--- config.mk ---
export PLATFORM = sky130hd
export DESIGN_NAME = diel_top
export DESIGN_NICKNAME = d
export VERILOG_FILES = /design/src/diel_pkg.sv /design/src/diel_top.sv
export SDC_FILE = /design/constraint.sdc
export NUM_CORES = 1
export LEC_CHECK = 0
export BUFFER_PORTS_ARGS = -buffer_cell sky130_fd_sc_hd__buf_2
export CAP_MARGIN = 10
export CORE_MARGIN = 3
export CORE_UTILIZATION = 45
export DETAILED_ROUTE_END_ITERATION = 12
export MAX_ROUTING_LAYER = met4
export PLACE_DENSITY_LB_ADDON = 0.25
export SYNTH_ARGS = -nofsm -noshare
export SYNTH_HDL_FRONTEND = slang
export SYNTH_SLANG_ARGS = --single-unit
--- constraint.sdc ---
create_clock -name pclk -period 3.6 [get_ports pclk]
set_input_delay 0.18 -clock pclk [delete_from_list [all_inputs] [get_ports pclk]]
set_output_delay 0.18 -clock pclk [all_outputs]
set_load 0.005 [all_outputs]
--- src/diel_pkg.sv ---
// package: offsets, fields and codes of the directive identify/enable block
package diel_pkg;

  // ****************************************
  // register byte offsets
  // ****************************************
  localparam logic [11:0] OFF_CMD = 12'h000;
  localparam logic [11:0] OFF_NSSEL = 12'h004;
  localparam logic [11:0] OFF_DW11 = 12'h008;
  localparam logic [11:0] OFF_DW12 = 12'h00c;
  localparam logic [11:0] OFF_STATUS = 12'h010;
  localparam logic [11:0] OFF_CSEL = 12'h014;
  localparam logic [11:0] OFF_HOSTID = 12'h018;
  localparam logic [11:0] OFF_CCFG = 12'h01c;
  localparam logic [11:0] OFF_RIDX = 12'h020;
  localparam logic [11:0] OFF_RDATA = 12'h024;
  localparam logic [11:0] OFF_SPARAM = 12'h028;

  // ****************************************
  // field positions
  // ****************************************
  localparam int CMD_GO = 0;
  localparam int CMD_SEND = 1;
  localparam int CMD_CTRL_LSB = 4;
  localparam int CMD_CTRL_W = 4;
  localparam int CMD_OP_LSB = 16;
  localparam int CMD_TYPE_LSB = 24;
  localparam int DW12_EN = 0;
  localparam int DW12_TYPE_LSB = 8;
  localparam int ST_DONE = 0;
  localparam int ST_INVALID = 1;
  localparam int ST_UNHANDLED = 2;
  localparam int CCFG_EN = 0;
  localparam int CCFG_CRST = 1;
  localparam int CCFG_SRST = 2;
  localparam int CCFG_ROW_LSB = 16;
  localparam int SP_GRAN_LSB = 16;
  localparam int RPT_IDX_W = 10;

  // ****************************************
  // codes and reset values
  // ****************************************
  localparam logic [7:0] DIRECTIVE_TYPE_FIELD_IDENT = 8'h00;
  localparam logic [7:0] DIRECTIVE_TYPE_FIELD_STREAMS = 8'h01;
  localparam logic [7:0] OP_RET_PARAMS = 8'h01;
  localparam logic [7:0] OP_ENABLE = 8'h01;
  localparam logic [31:0] NS_ALL = 32'h0fffffff;
  localparam logic [9:0] RPT_SUP_WORD = 10'h000;
  localparam logic [9:0] RPT_EN_WORD = 10'h008;
  localparam logic [31:0] RST_WORD = 32'h00000000;

endpackage : diel_pkg

--- src/diel_top.sv ---
// file: directive identify/enable command logic behind an apb register slave
//
// Local design decisions: register access over APB and the register offsets.
`timescale 1ns/1ps
// Notes on behaviour
// - identify type 00h, streams type 01h
// - identify receive op 01h returns parameters
// - identify send op 01h enables directive
// - report: supported words, enabled words, rest reserved
// - receive for all-namespaces selector is invalid
// - doubleword 11 value is ignored
// - supported: bit0 one, bit1 streams supported
// - enabled: bit0 one, bit1 streams enabled
// - enable applies to whole host group
// - identify directive is always enabled
// - enabled group controllers share enable state; a crst in the enabling ccfg write can leave a differing row
// - all-namespaces enable hits every controller
// - subsystem reset clears all streams enables
// - controller reset clears unless enabled peer
// - new host id adopts peer state; here only for an enabled controller
// - enabling controller adopts peer state; with crst in the same write the own row is kept
// - changes propagate to same-host controllers
// - target type zero rejected, reserved bits
// - enable bit one enables, zero disables
// - enabling unsupported type is invalid
// - granule is integer multiple of write unit
// - unsupported or disabled type commands rejected
module diel_top #(
  parameter int NUM_CTRL = 4,
  parameter int NUM_NS = 4,
  parameter int HOSTID_W = 16,
  parameter bit STREAMS_SUP = 1'b1,
  parameter int STREAM_WRITE_UNIT = 8,
  parameter int GRAN_MULT = 4
) (
  input wire logic pclk,
  input wire logic presetn,
  input wire logic psel,
  input wire logic penable,
  input wire logic pwrite,
  input wire logic [11:0] paddr,
  input wire logic [31:0] pwdata,
  output logic [31:0] prdata,
  output logic pready,
  output logic pslverr
);

  // ****************************************
  // sizes and fixed parameters
  // ****************************************
  localparam int CIW = (NUM_CTRL > 1) ? $clog2(NUM_CTRL) : 1;
  localparam int NSW = (NUM_NS > 1) ? $clog2(NUM_NS) : 1;
  localparam logic [15:0] SWU = 16'(STREAM_WRITE_UNIT);
  // granule derived from the unit so it can never be a fraction of it
  localparam logic [15:0] GRAN = 16'(STREAM_WRITE_UNIT * GRAN_MULT);

  // ****************************************
  // state
  // ****************************************
  logic [31:0] cmd_reg;
  logic [31:0] nssel;
  logic [31:0] dw11;
  logic [31:0] dw12;
  logic [2:0] status;
  logic [CIW-1:0] ctrl_sel;
  logic [HOSTID_W-1:0] hostid [NUM_CTRL];
  logic [NUM_CTRL-1:0] ctrl_en;
  logic [NUM_CTRL-1:0][NUM_NS-1:0] stream_en;
  logic [NUM_CTRL-1:0][NUM_NS-1:0] next_stream_en;
  localparam int RPT_IDX_W_L = diel_pkg::RPT_IDX_W;
  logic [RPT_IDX_W_L-1:0] rpt_idx;
  logic rep_en;

  // ****************************************
  // helpers
  // ****************************************
  // zero id means a lone host, so it never joins a group
  function automatic logic same_host(input logic [HOSTID_W-1:0] a,
                                     input logic [HOSTID_W-1:0] b);
    return (a != '0) && (a == b);
  endfunction : same_host

  // identify report word, everything beyond the two vectors is zero
  function automatic logic [31:0] rpt_word(input logic [9:0] idx,
                                           input logic en);
    logic [31:0] w;
    w = diel_pkg::RST_WORD;
    if (idx == diel_pkg::RPT_SUP_WORD) begin
      w = {30'h0, STREAMS_SUP, 1'b1};
    end else if (idx == diel_pkg::RPT_EN_WORD) begin
      w = {30'h0, en, 1'b1};
    end
    return w;
  endfunction : rpt_word

  // ****************************************
  // apb decode
  // ****************************************
  wire setup = psel & ~penable;
  wire access = psel & penable;
  wire addr_ok = (paddr == diel_pkg::OFF_CMD) || (paddr == diel_pkg::OFF_NSSEL) ||
                 (paddr == diel_pkg::OFF_DW11) || (paddr == diel_pkg::OFF_DW12) ||
                 (paddr == diel_pkg::OFF_STATUS) || (paddr == diel_pkg::OFF_CSEL) ||
                 (paddr == diel_pkg::OFF_HOSTID) || (paddr == diel_pkg::OFF_CCFG) ||
                 (paddr == diel_pkg::OFF_RIDX) || (paddr == diel_pkg::OFF_RDATA) ||
                 (paddr == diel_pkg::OFF_SPARAM);
  wire wr = access & pwrite & addr_ok;
  wire wr_cmd = wr & (paddr == diel_pkg::OFF_CMD);
  wire wr_status = wr & (paddr == diel_pkg::OFF_STATUS);
  wire wr_hostid = wr & (paddr == diel_pkg::OFF_HOSTID);
  wire wr_ccfg = wr & (paddr == diel_pkg::OFF_CCFG);
  // no wait states: a fixed answer keeps the access phase one cycle
  assign pready = 1'b1;

  // ****************************************
  // command fields, taken from the go write itself
  // ****************************************
  wire exec = wr_cmd & pwdata[diel_pkg::CMD_GO];
  wire c_send = pwdata[diel_pkg::CMD_SEND];
  wire [3:0] c_ctrl_raw = pwdata[diel_pkg::CMD_CTRL_LSB +: diel_pkg::CMD_CTRL_W];
  wire [CIW-1:0] c_ctrl = c_ctrl_raw[CIW-1:0];
  wire ctrl_ok = 32'(c_ctrl_raw) < NUM_CTRL;
  wire [7:0] c_op = pwdata[diel_pkg::CMD_OP_LSB +: 8];
  wire [7:0] c_type = pwdata[diel_pkg::CMD_TYPE_LSB +: 8];
  wire is_ident = c_type == diel_pkg::DIRECTIVE_TYPE_FIELD_IDENT;
  wire is_streams = c_type == diel_pkg::DIRECTIVE_TYPE_FIELD_STREAMS;

  // namespace selector decode, selectors are 1-based
  wire ns_all = nssel == diel_pkg::NS_ALL;
  wire ns_valid = (nssel != 32'h0) && (nssel <= 32'(NUM_NS));
  wire [31:0] ns_m1 = nssel - 32'h1;
  wire [NSW-1:0] ns_idx = ns_m1[NSW-1:0];

  // doubleword 12: bits 31:16 and 7:1 are not looked at
  wire [7:0] tgt_type = dw12[diel_pkg::DW12_TYPE_LSB +: 8];
  wire directive_enable_bit = dw12[diel_pkg::DW12_EN];
  wire tgt_ok = (tgt_type == diel_pkg::DIRECTIVE_TYPE_FIELD_STREAMS) && STREAMS_SUP;

  // ****************************************
  // command checks
  // ****************************************
  // receive: reserved op or broadcast / unknown namespace
  wire recv_bad = (c_op != diel_pkg::OP_RET_PARAMS) || ns_all || !ns_valid;
  // send: reserved op, identify target, unsupported target
  wire send_bad = (c_op != diel_pkg::OP_ENABLE) ||
                  (tgt_type == diel_pkg::DIRECTIVE_TYPE_FIELD_IDENT) ||
                  !tgt_ok ||
                  (!ns_all && !ns_valid);
  wire cur_en = ctrl_ok && ns_valid && stream_en[c_ctrl][ns_idx];
  // streams commands need support and an enable on that namespace
  wire strm_bad = !STREAMS_SUP || !cur_en;
  wire ident_bad = c_send ? send_bad : recv_bad;
  wire inv = !ctrl_ok ||
             (is_ident ? ident_bad : (is_streams ? strm_bad : 1'b1));
  // streams operations proper live in another block
  wire unhandled = !inv && is_streams;
  wire do_send = exec && !inv && is_ident && c_send;
  wire do_recv = exec && !inv && is_ident && !c_send;

  // ****************************************
  // per-controller configuration events
  // ****************************************
  wire srst = wr_ccfg & pwdata[diel_pkg::CCFG_SRST];
  wire crst = wr_ccfg & pwdata[diel_pkg::CCFG_CRST];
  wire en_rise = wr_ccfg & pwdata[diel_pkg::CCFG_EN] & ~ctrl_en[ctrl_sel];
  wire [HOSTID_W-1:0] cand_id = wr_hostid ? pwdata[HOSTID_W-1:0] : hostid[ctrl_sel];
  logic peer_found;
  logic [CIW-1:0] peer_idx;

  // first enabled controller that shares the candidate id
  always_comb begin
    peer_found = 1'b0;
    peer_idx = '0;
    for (int j = 0; j < NUM_CTRL; j++) begin
      if (!peer_found && (j != int'(ctrl_sel)) && ctrl_en[j] &&
          same_host(cand_id, hostid[j])) begin
        peer_found = 1'b1;
        peer_idx = CIW'(j);
      end
    end
  end

  // adopt peer state on a new id while enabled, or on enabling the controller
  wire adopt = peer_found && ((wr_hostid && ctrl_en[ctrl_sel]) || en_rise);

  // ****************************************
  // next enable state
  // ****************************************
  // one apb write per cycle, but one ccfg write can raise srst, crst and an enable edge together; srst wins, then crst
  always_comb begin
    next_stream_en = stream_en;
    if (srst) begin
      next_stream_en = '0;
    end else if (do_send) begin
      for (int j = 0; j < NUM_CTRL; j++) begin
        for (int n = 0; n < NUM_NS; n++) begin
          if (ns_all) begin
            next_stream_en[j][n] = directive_enable_bit;
          end else if ((n == int'(ns_idx)) &&
                       ((j == int'(c_ctrl)) || same_host(hostid[c_ctrl], hostid[j]))) begin
            next_stream_en[j][n] = directive_enable_bit;
          end
        end
      end
    end else if (crst) begin
      if (!peer_found) begin
        next_stream_en[ctrl_sel] = '0;
      end
    end else if (adopt) begin
      next_stream_en[ctrl_sel] = stream_en[peer_idx];
    end
  end

  // ****************************************
  // register writes
  // ****************************************
  // command and parameter registers
  always_ff @(posedge pclk or negedge presetn) begin
    if (!presetn) begin
      cmd_reg <= diel_pkg::RST_WORD;
      nssel <= diel_pkg::RST_WORD;
      dw11 <= diel_pkg::RST_WORD;
      dw12 <= diel_pkg::RST_WORD;
      ctrl_sel <= '0;
      rpt_idx <= '0;
    end else begin
      if (wr_cmd) cmd_reg <= pwdata;
      if (wr & (paddr == diel_pkg::OFF_NSSEL)) nssel <= pwdata;
      if (wr & (paddr == diel_pkg::OFF_DW11)) dw11 <= pwdata;
      if (wr & (paddr == diel_pkg::OFF_DW12)) dw12 <= pwdata;
      if (wr & (paddr == diel_pkg::OFF_CSEL)) ctrl_sel <= pwdata[CIW-1:0];
      if (wr & (paddr == diel_pkg::OFF_RIDX)) rpt_idx <= pwdata[RPT_IDX_W_L-1:0];
    end
  end

  // completion status, a new completion wins over a clear
  always_ff @(posedge pclk or negedge presetn) begin
    if (!presetn) begin
      status <= '0;
    end else begin
      status[diel_pkg::ST_DONE] <= exec |
        (status[diel_pkg::ST_DONE] & ~(wr_status & pwdata[diel_pkg::ST_DONE]));
      if (exec) begin
        status[diel_pkg::ST_INVALID] <= inv;
        status[diel_pkg::ST_UNHANDLED] <= unhandled;
      end
    end
  end

  // report latch: enabled bit of the addressed namespace
  always_ff @(posedge pclk or negedge presetn) begin
    if (!presetn) begin
      rep_en <= 1'b0;
    end else if (do_recv) begin
      rep_en <= stream_en[c_ctrl][ns_idx];
    end
  end

  // controller ids, enables and the shared enable table
  always_ff @(posedge pclk or negedge presetn) begin
    if (!presetn) begin
      for (int j = 0; j < NUM_CTRL; j++) hostid[j] <= '0;
      ctrl_en <= '0;
      stream_en <= '0;
    end else begin
      if (wr_hostid) hostid[ctrl_sel] <= pwdata[HOSTID_W-1:0];
      if (wr_ccfg) ctrl_en[ctrl_sel] <= pwdata[diel_pkg::CCFG_EN];
      stream_en <= next_stream_en;
    end
  end

  // ****************************************
  // read path
  // ****************************************
  // identify bit is not stored anywhere, so nothing can clear it
  wire [31:0] rd_rpt = rpt_word(rpt_idx, rep_en);
  wire [31:0] rd_ccfg = {{(16 - NUM_NS){1'b0}}, stream_en[ctrl_sel], 15'h0,
                         ctrl_en[ctrl_sel]};
  wire [31:0] rd_sparam = {GRAN, SWU};
  wire [31:0] rd_mux =
    (paddr == diel_pkg::OFF_CMD) ? cmd_reg :
    (paddr == diel_pkg::OFF_NSSEL) ? nssel :
    (paddr == diel_pkg::OFF_DW11) ? dw11 :
    (paddr == diel_pkg::OFF_DW12) ? dw12 :
    (paddr == diel_pkg::OFF_STATUS) ? {29'h0, status} :
    (paddr == diel_pkg::OFF_CSEL) ? 32'(ctrl_sel) :
    (paddr == diel_pkg::OFF_HOSTID) ? 32'(hostid[ctrl_sel]) :
    (paddr == diel_pkg::OFF_CCFG) ? rd_ccfg :
    (paddr == diel_pkg::OFF_RIDX) ? 32'(rpt_idx) :
    (paddr == diel_pkg::OFF_RDATA) ? rd_rpt :
    (paddr == diel_pkg::OFF_SPARAM) ? rd_sparam : diel_pkg::RST_WORD;

  // read data and error captured in setup, held through access
  always_ff @(posedge pclk or negedge presetn) begin
    if (!presetn) begin
      prdata <= diel_pkg::RST_WORD;
      pslverr <= 1'b0;
    end else if (setup) begin
      prdata <= pwrite ? diel_pkg::RST_WORD : rd_mux;
      pslverr <= ~addr_ok;
    end
  end

  // group consistency among enabled same-host controllers
  logic group_ok;
  always_comb begin
    group_ok = 1'b1;
    for (int j = 0; j < NUM_CTRL; j++) begin
      for (int k = 0; k < NUM_CTRL; k++) begin
        if (ctrl_en[j] && ctrl_en[k] && same_host(hostid[j], hostid[k]) &&
            (stream_en[j] != stream_en[k])) begin
          group_ok = 1'b0;
        end
      end
    end
  end
endmodule : diel_top

* Word-level counts from Yosys, hierarchy flattened
Index checks and enable logic that the tools add are counted.
** Storage, ports and cells
- Bits in registers :: 261
** Cells by class
- Add/sub/neg operators :: 1
- $lt $le $gt $ge :: 10
- Eq/ne operators :: 49
- Mux-type cells :: 87
- Bitwise operators :: 29
- Reductions and logical operators :: 106
** Operator list (number)
- 2-to-1 mux 32 bit :: 11
- 2-to-1 mux 16 bit :: 11
- == test 16 bit :: 8
- binary-select mux 16 bit (select 2 bit) :: 2
- bitwise mux 64 bit :: 1
- != test 4 x 2 -> 1 bit, second input constant :: 16
- == test 12 x 5 -> 1 bit, second input constant :: 4
- logical AND 1 bit :: 48
- AND reduction 3 bit :: 16
- 2-to-1 mux 1 bit :: 43
- == test 12 x 6 -> 1 bit, second input constant :: 3
- demux 16 bit (select 2 bit) :: 1
- == test 32 x 28 -> 1 bit, second input constant :: 1
- <= comparator 32 x 3 -> 1 bit, second input constant :: 1
- nonzero test 16 bit :: 2
- nonzero test 32 bit :: 1
- binary-select mux 4 bit (select 2 bit) :: 3
- == test 12 x 4 -> 1 bit, second input constant :: 2
- 2-to-1 mux 22 bit :: 1
- logical OR 1 bit :: 21
- bitwise AND 1 bit :: 20
- bitwise AND 16 bit :: 1
- bitwise mux 16 bit :: 1
- == test 8 x 1 -> 1 bit, second input constant :: 2
- 31 further kinds :: 62

* Logic depth before layout (Yosys ltp)
- Word-level depth :: 40
- Depth in mapped cells :: 18
- Mapped depth without buffers :: 12

* Worst setup path before layout
OpenSTA, ideal clock, no wires.
- Path type :: register to register
- Start point :: register ctrl_sel[0]
- End point :: register stream_en[1] (netlist name)
- Library setup time :: 145 ps
- Data arrival time :: 3521 ps
- Required time :: 3455 ps
- Slack :: -67 ps
- Stages on the path, launching flop included :: 17
- Buffers on the path :: 5
- Cell sequence :: dfrtp_1 buf_2 buf_6 buf_2 mux2i_1 xnor2_1 a22oi_1 nor2_1 or3_1 or4_1 o41a_1 and4_4 or3_1 buf_2 buf_6 nand3_1 o221ai_1
** Between the ends
- Cells in the longest elaborated chain, start to end :: 31
** RTL lines
- start, declared :: line diel_top.sv:65 : logic [CIW-1:0] ctrl_sel;
- start signal, assigned :: line diel_top.sv:231 : if (wr & (paddr == diel_pkg::OFF_CSEL)) ctrl_sel <= pwdata[CIW-1:0];
- inverter 2 -> 3 bit (not written as such) :: line diel_top.sv:166 : wire [HOSTID_W-1:0] cand_id = wr_hostid ? pwdata[HOSTID_W-1:0] : hostid[ctrl_sel];
- binary-select mux 16 bit (select 2 bit) :: line diel_top.sv:166
- 2-to-1 mux 16 bit (not written as such) (2 in series) :: line diel_top.sv:166
- 2-to-1 mux 16 bit :: line diel_top.sv:166
- == test 16 bit / nonzero test 16 bit (equally long branches) :: line diel_top.sv:80 : return (a != '0) && (a == b);
- logical AND 1 bit :: line diel_top.sv:80
- logical AND 1 bit :: line diel_top.sv:175 : if (!peer_found && (j != int'(ctrl_sel)) && ctrl_en[j] &&
- 2-to-1 mux 1 bit :: line diel_top.sv:175
- (+14 left out)
- 2-to-1 mux 2 bit :: line diel_top.sv:175
- binary-select mux 4 bit (select 2 bit) :: line diel_top.sv:210 : next_stream_en[ctrl_sel] = stream_en[peer_idx];
- 2-to-1 mux 4 bit (not written as such) :: line diel_top.sv:210
- bitwise mux 16 bit :: line diel_top.sv:210
- 2-to-1 mux 16 bit :: line diel_top.sv:209 : end else if (adopt) begin
- 2-to-1 mux 16 bit :: line diel_top.sv:205 : end else if (crst) begin
- 2-to-1 mux 16 bit :: line diel_top.sv:194 : end else if (do_send) begin
- 2-to-1 mux 16 bit :: line diel_top.sv:192 : if (srst) begin
- end signal, assigned :: line diel_top.sv:268 : stream_en <= next_stream_en;
- end, declared :: line diel_top.sv:68 : logic [NUM_CTRL-1:0][NUM_NS-1:0] stream_en;
Parallel ways exist; a longest one is shown, timed or not. The select of a mux whose other input is x is not followed.
A chain may end at the register's enable or synchronous reset.

* Worst setup path after layout
- Start point :: register ctrl_sel[0]
- End point :: register stream_en[12] (netlist name)
The elaborated chain is that of the path after synthesis.

==> flow_summary_export.csv <==
group,metric,value,unit
timing,setup_viol,16,
finish,utilization,59.45,%
clocking,clock-root-buffer,"clkbuf_16",
logic_synthesis,synth-simple-area-share,14.29,%
placement,gp_congestion,1.017,
critical_path,worst_ep_arrival_time,4.35,ns
placement,dpl-instance-area,20620,um2
logic_synthesis,netlist-cell-type-count,77,
run_status,failed_checks,"setup timing",
floorplanning,fp.dieArea,40880,um2
finish,regMostFlops,"hostid",
finish,fin_nets,2195,
floorplanning,initial_core_util,45.76,%
logic_synthesis,synth_top_family_by_area,"multiplexers",
worst_hold_path,worst_hold_path.num_cells,2,
logic_synthesis,muxShareOfSynthArea,20.59,%
floorplanning,core_area,37840,um2
critical_path,rrSetupSlack,-0.26,ns
floorplanning,ioPinCount,83,
power_and_ir_drop,switching_share,24.56,%
timing,maxSlewHeadroom,27.37,%
floorplanning,num_rows,71,
run_status,status,"complete, but fails checks",
worst_hold_path,hold_class,"primary input to flop",
logic_synthesis,synth_top_area_share,37.71,%
detailed_routing,drt_iter0_markers,1562,
logic_synthesis,synthFlopType,"dfrtp_1",
detailed_routing,dr_total_vias,16790,
floorplanning,fp.dieH,202.2,um
timing,tightestPinTransition,1.089,ns
logic_synthesis,yosysWarnings,0,
placement,post-place-ws,-0.6734,ns
grt,gr-total-overflow,0,
floorplanning,fp.dieW,202.2,um
power_and_ir_drop,p_per_area,289.4,nW/um2
grt,grt_pass1_vias,16930,
clocking,clock_latency,0.60,ns
power_and_ir_drop,power,6.512,mW
critical_path,r2r_start,"ctrl_sel[0]",
critical_path,crit_slowest_cell,"mux4_2",
finish,drive_above_1_share,39.27,%
logic_synthesis,ys_async_sr_fraction,100.0,%
power_and_ir_drop,pwr-share-clk,48.0,%
timing,hold_violations,0,
critical_path,worstSetupStartpointType,"flop",
finish,final_cells,2675,
worst_hold_path,min_from,"pwdata[1]",
critical_path,slowest_delay,0.55,ns
timing,finalHoldWorstSlack,0.06651,ns
finish,largest_reg_flops,64,
clocking,numCtsBuffers,29,
detailed_routing,routed_wl,72.98,mm
placement,numPlacedInstances,2583,
timing,tns,-3.617,ns
logic_synthesis,synth_compound_area_share,16.09,%
critical_path,cp_num_buf_inv,4,
finish,areaGrowthSynthToFinish,29.91,%
power_and_ir_drop,p_int,4.912,mW
detailed_routing,viasPerCell,6.277,
critical_path,reg2regPathDepth,13,
worst_hold_path,min_to,"hostid[1]",
clocking,cts_buffer_depth,3,
power_and_ir_drop,p_comb_share,6.9,%
logic_synthesis,syn_inst,1787,
critical_path,cp_max_fo,6,
clocking,clk_pin_slew,0.07,ns
logic_synthesis,yosysMostFrequentCell,"dfrtp_1",
critical_path,required,4.10,ns
detailed_routing,ant_nets,0,
logic_synthesis,yosys-top-cells-count,"dfrtp_1 (261), mux2_2 (186), nand2_1 (143), o21ai_0 (131), clkbuf_1 (123)",
clocking,cts_max_level,1,
critical_path,cp_common_cell,"buf_6",
critical_path,end_kind,"flop",
grt,grt_max_degree,120,
placement,hpwl,55.49,mm
critical_path,path_cells,"buf_8 > buf_6 > mux4_2 > buf_6 > a21boi_4 > or3_4 > a2111o_1 > o41a_1 > buf_6 > a311oi_4 > nor3_2 > a211o_1 > o31ai_2",
logic_synthesis,synth_edf_count,0,
finish,post-route-cell-area,22500,um2
grt,grt_pass1_wl,109.5,mm
power_and_ir_drop,power_frac_seq,45.1,%
timing,maxSlewViolCount,0,
detailed_routing,drc,0,
logic_synthesis,synth_xor_area_share,5.563,%
critical_path,crit_cells,13,
critical_path,r2r_end,"stream_en[12]",
timing,min_period,3.858,ns
clocking,cts_tree,"done",
timing,rsz0062_at_grt,"true",
run,maxCapViolCount,0,
logic_synthesis,ys_seq_area_share,37.71,%
logic_synthesis,avgSynthCellArea,9.692,um2
power_and_ir_drop,power_switching,1.599,mW
power_and_ir_drop,p_leak,10.53,nW
critical_path,cp_top_family,"compound AO/OA/AOI/OAI gates",
grt,antenna_found_initial,1,
timing,max_freq,259.2,MHz
logic_synthesis,ys_ff_latch,261,
timing,finalCritPeriodShare,107.2,%
clocking,clock_sinks,261,
logic_synthesis,netlist_area,17320,um2
placement,portBuffers,81,
detailed_routing,drt_pass1_iterations,8,
power_and_ir_drop,vdd_drop_max,354.0,uV
critical_path,path_class,"flop to flop",
logic_synthesis,synthesis.nets,1842,
logic_synthesis,yosys.area_share.adder,0.4335,%
logic_synthesis,synth_top_area_cell,"dfrtp_1",
logic_synthesis,synth.area.top_cells,"dfrtp_1 (38%), mux2_2 (12%), mux4_2 (5.2%)",
timing,fin_skew,0.02528,ns
timing,timing.final.ws_setup,-0.2584,ns
grt,grtUsageTotal,36.37,%
finish,fillers,3305,
detailed_routing,wl_per_cell,27.28,um
-- worst reg2reg max path: stages (launching register included) --
cell and delay [ns]:
dfrtp_2 0.41, buf_8 0.15, buf_6 0.13, mux4_2 0.55, buf_6 0.15, a21boi_4 0.13, or3_4 0.41, a2111o_1 0.38
o41a_1 0.46, buf_6 0.15, a311oi_4 0.24, nor3_2 0.06, a211o_1 0.31, o31ai_2 0.24
-- placed cells by master (no fill, tap or decap), types with 18 or more instances in the layout --
master | netlist | layout
inv_1 | 48 | 47
nand3_1 | 39 | 30
nor4_1 | 46 | 43
xnor2_1 | 70 | 68
clkbuf_16 | 0 | 29
nand2_1 | 143 | 141
buf_2 | 19 | 80
dfrtp_1 | 261 | 259
buf_4 | 5 | 370
nand2b_1 | 19 | 18
dlygate4sd3_1 | 0 | 22
nor3_1 | 32 | 27
and3_1 | 23 | 22
mux2i_1 | 57 | 56
mux2_2 | 186 | 186
o21ai_0 | 131 | 125
nand4_1 | 39 | 39
mux4_2 | 40 | 40
nor2_1 | 67 | 61
xor2_1 | 40 | 40
a21oi_1 | 72 | 67
o22ai_1 | 28 | 28
-- how the worst max path moves through the flow --
stage,from,endpoint
after floorplan,hostid[14],stream_en[1]
after global placement,paddr[2],stream_en[0]
after detailed placement,paddr[9],stream_en[0]
after CTS,ctrl_sel[0],stream_en[12]
after global routing,ctrl_sel[0],stream_en[12]
final,ctrl_sel[0],stream_en[12]
-- power groups by stage --
stage / Clock [mW] / Sequential [mW] / Combinational, mW
6_report: 3.12 / 2.94 / 0.447
5_1_grt: 3.30 / 2.94 / 0.474
4_1_cts: 3.17 / 2.94 / 0.439
3_5_place_dp: 0 / 2.99 / 0.417
3_3_place_gp: 0 / 2.99 / 0.417
2_1_floorplan: 0 / 2.99 / 0.156
-- area by class of cell --
| class | count | area (um2) | area share, % |
|---|---|---|---|
| multi-input cells | 1303 | 10390 | 46.16 |
| flip-flops and latches | 261 | 6534 | 29.04 |
| repair buffers | 495 | 3756 | 16.69 |
| clock buffers | 40 | 827.0 | 3.676 |
| well taps | 511 | 639.4 | 2.842 |
| inverters | 50 | 187.7 | 0.8342 |
| clock inverters | 13 | 165.2 | 0.7341 |
| diodes | 2 | 5.005 | 0.02224 |
-- per-layer routing --
metal | wire [um] | vias to the layer above | GRT usage (%)
met5 | 0 | - | -
met4 | 2543 | 0 | 10.59
met3 | 6330 | 150 | 6.668
met2 | 33700 | 802 | 57.19
met1 | 30400 | 8493 | 48.53
li1 | - | 7346 | -
-- logic make-up after synthesis --
kind of cell | Yosys count
and+or+nand+nor | 481
AOI/OAI and AO/OA | 422
muxes | 283
DFF | 261
buffers and inverters | 223
xor gates and xnor gates | 110
adders and majority gates | 6
other | 1
-- what timing repair did --
action / 4_1_cts / 5_1_grt
resized for setup: 79 / 36
endpoints found under the hold margin: 186 / 0
setup buffers: 12 / 3
gates cloned: 1 / 0
hold buffers: 22 / 0
pin swaps: 32 / 10
endpoints found under the setup margin: 16 / 16
No activity file was read; power rests on OpenSTA's default activity.
